<file path="config.mk">
export PLATFORM = sky130hd
export DESIGN_NAME = osscfg_sequencer
export DESIGN_NICKNAME = d
export VERILOG_FILES = /design/src/osscfg_pkg.sv /design/src/osscfg_sequencer.sv
export SDC_FILE = /design/constraint.sdc
export NUM_CORES = 1
export LEC_CHECK = 0
export ABC_CLOCK_PERIOD_IN_PS = 7350
export BUFFER_PORTS_ARGS = -buffer_cell sky130_fd_sc_hd__clkbuf_2
export CORE_UTILIZATION = 45
export DETAILED_ROUTE_END_ITERATION = 8
export SYNTH_ARGS = -nofsm -noshare
export SYNTH_HDL_FRONTEND = slang
export SYNTH_SLANG_ARGS = --single-unit
</file>
<file path="constraint.sdc">
create_clock -name i_clk -period 7.35 [get_ports i_clk]
set_input_delay 1.8375 -clock i_clk [delete_from_list [all_inputs] [get_ports i_clk]]
set_output_delay 1.8375 -clock i_clk [all_outputs]
set_load 0.005 [all_outputs]
</file>
<file path="src/osscfg_pkg.sv">
// constants and types for the optical sample sequencer configuration block
package osscfg_pkg;
  localparam logic [7:0] ADDR_SYS_CTRL = 8'h0D;
  localparam logic [7:0] ADDR_CFG_A    = 8'h0E;
  localparam logic [7:0] ADDR_CFG_B    = 8'h0F;
  localparam logic [7:0] ADDR_THRESH   = 8'h10;
  localparam logic [7:0] ADDR_LED_AMP  = 8'h11;
  localparam logic [7:0] RST_CFG_A     = 8'h00;
  localparam logic [7:0] RST_CFG_B     = 8'h18;
  localparam logic [7:0] RST_THRESH    = 8'h00;
  localparam logic [7:0] RST_LED_AMP   = 8'h00;
  localparam int SYS_RESET_BIT = 0;
  localparam int SYS_LP_BIT    = 3;
  localparam int CFG_A_RANGE   = 6;
  localparam int CFG_A_RATE    = 2;
  localparam int CFG_A_TINT    = 0;
  localparam int CFG_B_SETTLE  = 3;
  localparam int CFG_B_AVG     = 0;
  localparam logic [3:0] RC_S100 = 4'h4;
  localparam logic [3:0] RC_S200 = 4'h5;
  localparam logic [3:0] RC_S400 = 4'h6;
  localparam logic [3:0] RC_S800 = 4'h7;
  localparam logic [3:0] RC_S1000 = 4'h8;
  localparam logic [3:0] RC_S1600 = 4'h9;
  localparam logic [3:0] RC_S3200 = 4'hA;
  localparam logic [3:0] RC_FIRST_DUAL = 4'hB;
  localparam logic [3:0] RC_D25  = 4'hC;
  localparam logic [3:0] RC_D50  = 4'hD;
  localparam logic [3:0] RC_D84  = 4'hE;
  localparam logic [3:0] RC_D100 = 4'hF;
  localparam logic [2:0] AVG_MAX_LOG = 3'h5;
  localparam logic [4:0] RES_BASE_BITS = 5'h10;
  localparam logic [7:0] THRESH_SAT = 8'hFF;
  localparam int unsigned SAMPLE_SPS [16] =
    '{20, 25, 50, 84, 100, 200, 400, 800, 1000, 1600, 3200, 20, 25, 50, 84, 100};
  localparam int unsigned SETTLE_NS [4] = '{2500, 5000, 10000, 20000};
  localparam int unsigned TINT_NS [4] = '{52000, 104000, 206000, 417000};
  localparam int unsigned DUAL_GAP_NS = 5000000;
  localparam int unsigned RESET_SEQ_NS = 1000;
  typedef enum logic [2:0] {
    ST_IDLE, ST_SETTLE, ST_INTEG, ST_CONVERT, ST_GAP, ST_WAIT
  } osscfg_state_t;
endpackage

</file>
<file path="src/osscfg_sequencer.sv">
// optical sample sequencer: config registers, exposure sequencing, averaging
`timescale 1ns/1ns
module osscfg_sequencer #(
  parameter int unsigned CLK_FREQ_HZ = 10000000,
  parameter int unsigned ADC_WIDTH   = 19
) (
  input  wire logic                 i_clk,
  input  wire logic                 i_rst_b,
  input  wire logic [7:0]           i_reg_addr,
  input  wire logic [7:0]           i_reg_wdata,
  input  wire logic                 i_reg_wr,
  input  wire logic                 i_reg_rd,
  output logic      [7:0]           o_reg_rdata,
  input  wire logic                 i_acq_enable,
  input  wire logic [2:0]           i_item_count,
  input  wire logic                 i_presence_arm,
  input  wire logic                 i_adc_valid,
  input  wire logic [ADC_WIDTH-1:0] i_adc_data,
  output logic                      o_led_on,
  output logic                      o_integrate,
  output logic                      o_convert_req,
  output logic      [1:0]           o_led_item,
  output logic      [7:0]           o_led_one_drive,
  output logic      [1:0]           o_adc_range,
  output logic      [4:0]           o_adc_resolution,
  output logic                      o_dual_pulse,
  output logic                      o_powerdown,
  output logic                      o_fifo_valid,
  output logic      [1:0]           o_fifo_item,
  output logic      [ADC_WIDTH-1:0] o_fifo_data,
  output logic                      o_presence_mode,
  output logic                      o_presence_event,
  output logic                      o_soft_reset_busy
);
  localparam int ACC_W = ADC_WIDTH + 6;
  localparam int unsigned NS_PER_S = 1000000000;

  function automatic int unsigned cyc_up(input longint unsigned ns);
    longint unsigned c;
    c = (ns * CLK_FREQ_HZ + NS_PER_S - 1) / NS_PER_S;
    return (c < 1) ? 1 : int'(c);
  endfunction

  localparam int RESET_SEQ_CYC = cyc_up(osscfg_pkg::RESET_SEQ_NS);
  localparam int unsigned GAP_CYC = cyc_up(osscfg_pkg::DUAL_GAP_NS);

  if (CLK_FREQ_HZ < 1000000 || ADC_WIDTH < 8 || ADC_WIDTH > 24 || RESET_SEQ_CYC > 255)
  begin : g_chk
    $error("osscfg_sequencer: unsupported parameter values");
  end

  // per-code timing tables from the clock rate; settle and integration round up, periods round down
  logic [31:0] settle_tab [4];
  logic [31:0] tint_tab [4];
  logic [31:0] period_tab [16];
  for (genvar g = 0; g < 4; g++) begin : g_t4
    assign settle_tab[g] = 32'(cyc_up(osscfg_pkg::SETTLE_NS[g]));
    assign tint_tab[g]   = 32'(cyc_up(osscfg_pkg::TINT_NS[g]));
  end
  for (genvar g = 0; g < 16; g++) begin : g_t16
    // a period rounds down so the rate is never below the code's figure
    assign period_tab[g] = 32'(CLK_FREQ_HZ / osscfg_pkg::SAMPLE_SPS[g]);
  end

  // highest rate code for a setting; items 0 treated as one
  function automatic logic [3:0] max_rate(input logic [1:0] tint, input logic [2:0] items,
                                          input logic lp, input logic dual);
    logic hi;
    hi = tint[1];
    if (!dual) begin
      unique case (items)
        3'h2:    max_rate = hi ? ((tint[0]) ? osscfg_pkg::RC_S400 : osscfg_pkg::RC_S800)
                               : ((tint[0]) ? osscfg_pkg::RC_S800 : osscfg_pkg::RC_S1600);
        3'h3:    max_rate = hi ? ((tint[0]) ? osscfg_pkg::RC_S200 : osscfg_pkg::RC_S400)
                               : ((tint[0]) ? osscfg_pkg::RC_S800 : osscfg_pkg::RC_S1000);
        3'h4:    max_rate = hi ? ((tint[0]) ? osscfg_pkg::RC_S200 : osscfg_pkg::RC_S400)
                               : ((tint[0]) ? osscfg_pkg::RC_S400 : osscfg_pkg::RC_S1000);
        default: max_rate = hi ? ((tint[0]) ? osscfg_pkg::RC_S1000 : osscfg_pkg::RC_S1600)
                               : ((tint[0]) ? osscfg_pkg::RC_S1600 : osscfg_pkg::RC_S3200);
      endcase
    end else begin
      unique case (items)
        3'h2:    max_rate = lp ? osscfg_pkg::RC_D50 : (hi ? osscfg_pkg::RC_D84
                                                          : osscfg_pkg::RC_D100);
        3'h3:    max_rate = osscfg_pkg::RC_D50;
        3'h4:    max_rate = (hi || lp) ? osscfg_pkg::RC_D25 : osscfg_pkg::RC_D50;
        default: max_rate = osscfg_pkg::RC_D100;
      endcase
    end
  endfunction

  function automatic logic [3:0] clamp_rate(input logic [3:0] code, input logic [1:0] tint,
                                            input logic [2:0] items, input logic lp);
    logic [3:0] m;
    m = max_rate(tint, items, lp, code >= osscfg_pkg::RC_FIRST_DUAL);
    return (code > m) ? m : code;
  endfunction

  logic       busy;
  logic [7:0] rst_cnt;
  logic [1:0] range_sel;
  logic [3:0] rate_code;
  logic [1:0] tint_sel;
  logic [1:0] settle_sel;
  logic [2:0] avg_code;
  logic [7:0] thresh;
  logic [7:0] led_amp;
  logic       dynamic_powerdown_enable;
  logic       wr_ok;
  logic       presence;
  logic       hit;
  logic [3:0] next_rate;

  assign wr_ok = i_reg_wr && !busy;
  assign o_soft_reset_busy = busy;

  // soft reset sequence; writes are ignored until it completes
  always_ff @(posedge i_clk or negedge i_rst_b) begin
    if (!i_rst_b) begin
      busy    <= 1'b0;
      rst_cnt <= 8'h00;
    end else if (busy) begin
      busy    <= (rst_cnt != 8'h01);
      rst_cnt <= rst_cnt - 8'h01;
    end else if (wr_ok && i_reg_addr == osscfg_pkg::ADDR_SYS_CTRL
                 && i_reg_wdata[osscfg_pkg::SYS_RESET_BIT]) begin
      busy    <= 1'b1;
      rst_cnt <= 8'(RESET_SEQ_CYC);
    end
  end

  always_comb begin
    next_rate = rate_code;
    if (wr_ok && i_reg_addr == osscfg_pkg::ADDR_CFG_A) begin
      next_rate = i_reg_wdata[osscfg_pkg::CFG_A_RATE +: 4];
    end
  end

  always_ff @(posedge i_clk or negedge i_rst_b) begin
    if (!i_rst_b) begin
      {range_sel, rate_code, tint_sel} <= osscfg_pkg::RST_CFG_A;
      {settle_sel, avg_code} <= osscfg_pkg::RST_CFG_B[4:0];
      thresh  <= osscfg_pkg::RST_THRESH;
      led_amp <= osscfg_pkg::RST_LED_AMP;
      dynamic_powerdown_enable <= 1'b0;
    end else if (busy) begin
      {range_sel, rate_code, tint_sel} <= osscfg_pkg::RST_CFG_A;
      {settle_sel, avg_code} <= osscfg_pkg::RST_CFG_B[4:0];
      thresh  <= osscfg_pkg::RST_THRESH;
      led_amp <= osscfg_pkg::RST_LED_AMP;
      dynamic_powerdown_enable <= 1'b0;
    end else begin
      if (wr_ok && i_reg_addr == osscfg_pkg::ADDR_CFG_A) begin
        range_sel <= i_reg_wdata[osscfg_pkg::CFG_A_RANGE +: 2];
        tint_sel  <= i_reg_wdata[osscfg_pkg::CFG_A_TINT +: 2];
      end
      if (wr_ok && i_reg_addr == osscfg_pkg::ADDR_CFG_B) begin
        settle_sel <= i_reg_wdata[osscfg_pkg::CFG_B_SETTLE +: 2];
        avg_code   <= i_reg_wdata[osscfg_pkg::CFG_B_AVG +: 3];
      end
      if (wr_ok && i_reg_addr == osscfg_pkg::ADDR_THRESH) begin
        thresh <= i_reg_wdata;
      end
      if (wr_ok && i_reg_addr == osscfg_pkg::ADDR_LED_AMP) begin
        led_amp <= i_reg_wdata;
      end
      if (wr_ok && i_reg_addr == osscfg_pkg::ADDR_SYS_CTRL) begin
        dynamic_powerdown_enable <= i_reg_wdata[osscfg_pkg::SYS_LP_BIT];
      end
      // clamped every cycle, so item count or mode changes also correct it
      rate_code <= clamp_rate(next_rate,
                              (wr_ok && i_reg_addr == osscfg_pkg::ADDR_CFG_A)
                                ? i_reg_wdata[osscfg_pkg::CFG_A_TINT +: 2] : tint_sel,
                              i_item_count, dynamic_powerdown_enable);
    end
  end

  // readback shows the substituted rate
  always_ff @(posedge i_clk or negedge i_rst_b) begin
    if (!i_rst_b) begin
      o_reg_rdata <= 8'h00;
    end else if (i_reg_rd) begin
      unique case (i_reg_addr)
        osscfg_pkg::ADDR_SYS_CTRL: o_reg_rdata <= 8'((8'(dynamic_powerdown_enable) << osscfg_pkg::SYS_LP_BIT)
                                                   | 8'(busy));
        osscfg_pkg::ADDR_CFG_A:    o_reg_rdata <= {range_sel, rate_code, tint_sel};
        osscfg_pkg::ADDR_CFG_B:    o_reg_rdata <= {3'h0, settle_sel, avg_code};
        osscfg_pkg::ADDR_THRESH:   o_reg_rdata <= thresh;
        osscfg_pkg::ADDR_LED_AMP:  o_reg_rdata <= led_amp;
        default:                   o_reg_rdata <= 8'h00;
      endcase
    end
  end

  osscfg_pkg::osscfg_state_t state;
  logic [31:0] phase_cnt;
  logic [31:0] period_cnt;
  logic [1:0]  item;
  logic        pulse;
  logic [1:0]  act_tint;
  logic [1:0]  act_settle;
  logic [3:0]  act_rate;
  logic [1:0]  act_range;
  logic [1:0]  last_item;
  logic        act_lp;
  logic [2:0]  avg_log;
  logic [5:0]  smp_cnt;
  logic        dual;
  logic        conv_done;
  logic        win_last;

  assign dual      = act_rate >= osscfg_pkg::RC_FIRST_DUAL;
  assign conv_done = state == osscfg_pkg::ST_CONVERT && i_adc_valid;
  assign win_last  = smp_cnt == 6'((7'h01 << avg_log) - 7'h01);

  // settings latch only when a sample starts
  always_ff @(posedge i_clk or negedge i_rst_b) begin
    if (!i_rst_b) begin
      state     <= osscfg_pkg::ST_IDLE;
      phase_cnt <= 32'h0;
      item      <= 2'h0;
      pulse     <= 1'b0;
      act_tint  <= 2'h0;
      act_settle <= 2'h0;
      act_rate  <= 4'h0;
      act_range <= 2'h0;
      last_item <= 2'h0;
      act_lp    <= 1'b0;
    end else if (busy) begin
      state <= osscfg_pkg::ST_IDLE;
    end else begin
      unique case (state)
        osscfg_pkg::ST_IDLE: if (i_acq_enable && i_item_count != 3'h0) begin
          act_tint   <= tint_sel;
          act_settle <= settle_sel;
          act_rate   <= rate_code;
          act_range  <= range_sel;
          act_lp     <= dynamic_powerdown_enable;
          last_item  <= (i_item_count > 3'h4) ? 2'h3 : 2'(i_item_count - 3'h1);
          item       <= 2'h0;
          pulse      <= 1'b0;
          phase_cnt  <= settle_tab[settle_sel] - 32'h1;
          state      <= osscfg_pkg::ST_SETTLE;
        end
        osscfg_pkg::ST_SETTLE: if (phase_cnt == 32'h0) begin
          phase_cnt <= tint_tab[act_tint] - 32'h1;
          state     <= osscfg_pkg::ST_INTEG;
        end else begin
          phase_cnt <= phase_cnt - 32'h1;
        end
        osscfg_pkg::ST_INTEG: if (phase_cnt == 32'h0) begin
          state <= osscfg_pkg::ST_CONVERT;
        end else begin
          phase_cnt <= phase_cnt - 32'h1;
        end
        osscfg_pkg::ST_CONVERT: if (i_adc_valid) begin
          if (dual && !pulse) begin
            pulse     <= 1'b1;
            phase_cnt <= GAP_CYC - 32'h1;
            state     <= osscfg_pkg::ST_GAP;
          end else if (item == last_item) begin
            state <= osscfg_pkg::ST_WAIT;
          end else begin
            item      <= item + 2'h1;
            pulse     <= 1'b0;
            phase_cnt <= settle_tab[act_settle] - 32'h1;
            state     <= osscfg_pkg::ST_SETTLE;
          end
        end
        osscfg_pkg::ST_GAP: if (phase_cnt == 32'h0) begin
          phase_cnt <= settle_tab[act_settle] - 32'h1;
          state     <= osscfg_pkg::ST_SETTLE;
        end else begin
          phase_cnt <= phase_cnt - 32'h1;
        end
        osscfg_pkg::ST_WAIT: if (period_cnt <= 32'h1) begin
          state <= osscfg_pkg::ST_IDLE;
        end
      endcase
    end
  end

  // sample period runs from each sample start, independent of phases
  always_ff @(posedge i_clk or negedge i_rst_b) begin
    if (!i_rst_b) begin
      period_cnt <= 32'h0;
    end else if (state == osscfg_pkg::ST_IDLE) begin
      period_cnt <= period_tab[rate_code] - 32'h1;
    end else if (period_cnt != 32'h0) begin
      period_cnt <= period_cnt - 32'h1;
    end
  end

  // averaging window; the depth latches only when a window opens
  always_ff @(posedge i_clk or negedge i_rst_b) begin
    if (!i_rst_b) begin
      smp_cnt <= 6'h0;
      avg_log <= 3'h0;
    end else if (busy) begin
      smp_cnt <= 6'h0;
      avg_log <= 3'h0;
    end else begin
      if (state == osscfg_pkg::ST_IDLE && smp_cnt == 6'h0) begin
        avg_log <= (avg_code > osscfg_pkg::AVG_MAX_LOG) ? osscfg_pkg::AVG_MAX_LOG
                                                       : avg_code;
      end
      if (conv_done && item == last_item && pulse == dual) begin
        smp_cnt <= win_last ? 6'h0 : smp_cnt + 6'h1;
      end
    end
  end

  // one accumulator per item so channels never mix
  logic [ACC_W-1:0] acc [4];
  for (genvar g = 0; g < 4; g++) begin : g_acc
    always_ff @(posedge i_clk or negedge i_rst_b) begin
      if (!i_rst_b) begin
        acc[g] <= '0;
      end else if (busy) begin
        acc[g] <= '0;
      end else if (conv_done && item == 2'(g)) begin
        acc[g] <= ((smp_cnt == 6'h0 && !pulse) ? '0 : acc[g])
                  + ACC_W'(i_adc_data);
      end
    end
  end

  logic [ACC_W-1:0] sum_now;
  assign sum_now = ((smp_cnt == 6'h0 && !pulse) ? '0 : acc[item]) + ACC_W'(i_adc_data);

  always_ff @(posedge i_clk or negedge i_rst_b) begin
    if (!i_rst_b) begin
      o_fifo_valid <= 1'b0;
      o_fifo_item  <= 2'h0;
      o_fifo_data  <= '0;
    end else begin
      o_fifo_valid <= conv_done && !busy && win_last && pulse == dual;
      if (conv_done && win_last && pulse == dual) begin
        o_fifo_item <= item;
        o_fifo_data <= ADC_WIDTH'(sum_now >> (avg_log + 3'(dual)));
      end
    end
  end

  // presence: first item's top bits against threshold; 0xFF needs full scale
  assign hit = presence && conv_done && item == 2'h0
               && ((thresh == osscfg_pkg::THRESH_SAT) ? &i_adc_data
                   : i_adc_data[ADC_WIDTH-1 -: 8] >= thresh);

  always_ff @(posedge i_clk or negedge i_rst_b) begin
    if (!i_rst_b) begin
      presence         <= 1'b0;
      o_presence_event <= 1'b0;
    end else if (busy) begin
      presence         <= 1'b0;
      o_presence_event <= 1'b0;
    end else begin
      presence         <= i_presence_arm || (presence && !hit);
      o_presence_event <= hit && !i_presence_arm;
    end
  end

  assign o_presence_mode  = presence;
  assign o_led_on         = state == osscfg_pkg::ST_SETTLE
                            || state == osscfg_pkg::ST_INTEG;
  assign o_integrate      = state == osscfg_pkg::ST_INTEG;
  assign o_convert_req    = state == osscfg_pkg::ST_CONVERT;
  assign o_led_item       = item;
  assign o_led_one_drive  = (o_led_on && item == 2'h0) ? led_amp : 8'h00;
  assign o_adc_range      = act_range;
  assign o_adc_resolution = osscfg_pkg::RES_BASE_BITS + 5'(act_tint);
  assign o_dual_pulse     = dual;
  // high rates keep the front end powered between samples
  assign o_powerdown      = state == osscfg_pkg::ST_WAIT && act_lp
                            && (dual || act_rate <= osscfg_pkg::RC_S100);

  logic [31:0] on_cnt;
  always_ff @(posedge i_clk or negedge i_rst_b) begin
    if (!i_rst_b) begin
      on_cnt <= 32'h0;
    end else begin
      on_cnt <= o_led_on ? on_cnt + 32'h1 : 32'h0;
    end
  end
endmodule

</file>
==> impl_metrics.tcl <==
set metrics [dict create \
    yosys.area.top_type "dfrtp_1" \
    hold_path.class "flop to flop" \
    yosysSeqAreaShare_pct 30.95 \
    setup_viol 0 \
    synth_seq_cells 263 \
    routed_wl_mm 64.66 \
    worstHoldPathCells 2 \
    pin_count 100 \
    cts.sinks 263 \
    rsz0062_at_grt "no" \
    h-tree-depth 2 \
    yosysMostFrequentCell "nand2_1" \
    worstPathMaxFanout 42 \
    status "finished, final reports clean" \
    die_h_um 219.4 \
    fill_cells 4455 \
    power_density_nw_per_um2 150.9 \
    place.gp.congestion 0.9069 \
    worstPathArrival_ns 5.95 \
    peakVddDrop_mv 0.1652 \
    hold_viol_final 0 \
    power_leakage_nw 10.63 \
    antenna_found_initial 1 \
    ys_async_sr_fraction_pct 100.0 \
    vias 19622 \
    die_w_um 219.4 \
    cp-start-kind "flop" \
    drive_gt1_share_pct 9.405 \
    rr_endpoint "acc[48]" \
    initialDrtViolationCount 1707 \
    cap_violations 0 \
    busiest_layer "met2" \
    critPathKind "flop to flop" \
    ant_nets 0 \
    reg2reg_from "smp_cnt[3]" \
    gr-usage-all-layers_pct 27.12 \
    portBuffers 96 \
    worst_slew_pin_slew_ns 1.205 \
    placed_cell_area_sq_um 22210 \
    synth.distinct_cells 94 \
    skew_ns 0.02180 \
    grt_pass1_wl_mm 103.6 \
    cts_root_buf "clkbuf_16" \
    dp_hpwl_mm 46.54 \
    numCtsBuffers 35 \
    synth_top_cells_by_area "dfrtp_1 (31%), ha_1 (9.2%), nand2_1 (5.1%), o21ai_0 (5.1%), a21oi_1 (3.6%)" \
    wl_per_cell_um 20.13 \
    finalMaxSlewViolations 0 \
    avgSynthCellArea_sq_um 8.345 \
    synthFlopType "dfrtp_1" \
    ys.warnings.count 0 \
    post-cts-setup-buffers 0 \
    grt_overflow 0 \
    period_needed_ns 5.522 \
    clock_latency_ns 0.55 \
    routed_via_density 6.109 \
    die_area_sq_um 48140 \
    grt_use_met2_pct 44.35 \
    synth_top_area_share_pct 30.70 \
    use_met3_pct 4.144 \
    cts_tree "built" \
    hold_path_end "o_fifo_data[0]" \
    use_met1_pct 36.98 \
    fin_crit_sh_pct 75.12 \
    n_antenna_cell 0 \
    final_cell_area_sq_um 23450 \
    synth_cells 2549 \
    tns_ns 0 \
    final_nets 2785 \
    drc 0 \
    cp.required_ns 7.78 \
    ctsResizeCount 0 \
    syn2layout_area_growth_pct 10.26 \
    synth_edf_count 0 \
    critPathCaptureType "flop" \
    netlist_area_sq_um 21270 \
    hold_buffers 0 \
    core_area_sq_um 46560 \
    r2r_slack_ns 1.83 \
    worstRegToRegCells 14 \
    grt_pass1_vias 18691 \
    clock_path_buffers 3 \
    max-slew-margin-rel_pct 19.09 \
    fmaxAchievable_mhz 181.1 \
    synth_common_cells "nand2_1 (291), dfrtp_1 (261), o21ai_0 (217)" \
    clk_pin_slew_ns 0.06 \
    firstDrtPassIters 8 \
    start_util_pct 45.69 \
    rows 79 \
    min_from "o_fifo_data[0]" \
    grt_max_degree 150 \
]
==> state kept, by name (all words and copies together), names as in the netlist, 2 cells and up <==
register	cells
acc	100
act_rate	4
act_settle	2
act_tint	2
avg_code	3
avg_log	3
last_item	2
led_amp	8
o_adc_range	2
o_fifo_data	19
o_fifo_item	2
o_led_item	2
o_reg_rdata	8
period_cnt	32
phase_cnt	32
range_sel	2
rate_code	4
rst_cnt	8
settle_sel	2
smp_cnt	6
state	3
thresh	8
tint_sel	2
==> critical path: stages, from the launching register on <==
cell and delay [ns]:
dfrtp_1 0.46, or4_1 0.58, or3_2 0.77, nand2_1 0.24, inv_1 0.06, ha_1 0.26
a21o_1 0.16, a21o_1 0.21, a2111oi_0 0.66, nor3_1 0.17, o31ai_1 0.70, a2111oi_0 0.27
o22ai_1 0.54, or4b_2 0.24, nand3_1 0.07
==> power by group <==
| group | switching, W | internal (W) |
|---|---|---|
| Clock | 0.000701 | 0.00117 |
| Combinational | 0.000138 | 0.0000679 |
| Sequential | 0.00000774 | 0.00146 |
| Total | 0.000847 | 0.00269 |
==> cell families after synthesis <==
family	after synthesis	share of synthesized area, %
AND/OR/NAND/NOR	960	22.56
AO/OA/AOI/OAI	741	22.48
flip-flops	263	30.95
buffers and inverters	223	4.106
adder cells (fa/ha/maj)	161	9.647
XOR/XNOR	115	4.735
multiplexers	84	5.482
other	2	0.03531
==> placed cells by master (no fill, tap or decap), types with 30 or more instances in the layout <==
cell type | Yosys | final
clkbuf_16 | 0 | 36
clkbuf_2 | 1 | 95
nor3_1 | 76 | 74
o31ai_1 | 30 | 30
a21oi_1 | 155 | 152
xnor2_1 | 57 | 57
mux2i_1 | 49 | 49
nand3_1 | 62 | 62
nand2_1 | 291 | 291
ha_1 | 156 | 156
and3_1 | 37 | 37
o21ai_0 | 217 | 217
nand2b_1 | 45 | 45
and2_1 | 104 | 104
inv_1 | 99 | 99
dfrtp_1 | 261 | 259
nor2_1 | 191 | 191
a31oi_1 | 34 | 34
xor2_1 | 58 | 58
a21o_1 | 47 | 47
==> per-layer routing <==
layer,vias up,wire length (um)
met4,2,1631
met1,9590,28980
met3,111,3749
met5,-,10
li1,9334,-
met2,585,30290
==> area by class of cell <==
class / instances / area, sq um / area share, %
flip-flops and latches: 263 / 6589 / 28.09
clock inverters: 9 / 185.2 / 0.7895
clock buffers: 54 / 1059 / 4.513
well taps: 607 / 759.5 / 3.238
multi-input cells: 2064 / 13840 / 59.01
repair buffers: 115 / 645.6 / 2.753
inverters: 100 / 375.4 / 1.600
==> through the flow <==
| step | util [%] | power (W) | hold slack, ns | std cells | worst slack, ns |
|---|---|---|---|---|---|
| after floorplan | - | 0.001600 | 0.4500 | 2550 | 1.961 |
| after global placement | 47.71 | 0.001692 | 0.4726 | 3149 | 1.729 |
| after detailed placement | 47.71 | 0.001695 | 0.4771 | 3149 | 1.590 |
| after CTS | 50.38 | 0.003578 | 0.4897 | 3212 | 1.883 |
| after global routing | 50.38 | 0.003660 | 0.5195 | 3212 | 1.503 |
| final | 50.38 | 0.003539 | 0.4821 | 3212 | 1.828 |
==> worst max-delay path by stage <==
stage	start	endpoint	slack, ns	depth (start not counted)
2_1_floorplan	i_reg_addr[5]	rate_code[1]	1.96	18
3_3_place_gp	i_reg_addr[5]	rate_code[2]	1.73	20
3_5_place_dp	i_reg_addr[5]	rate_code[0]	1.59	19
4_1_cts	smp_cnt[3]	acc[48]	1.88	14
5_1_grt	smp_cnt[3]	acc[44]	1.50	14
6_report	smp_cnt[3]	acc[48]	1.83	14
Power figures use the tool's default switching activity.
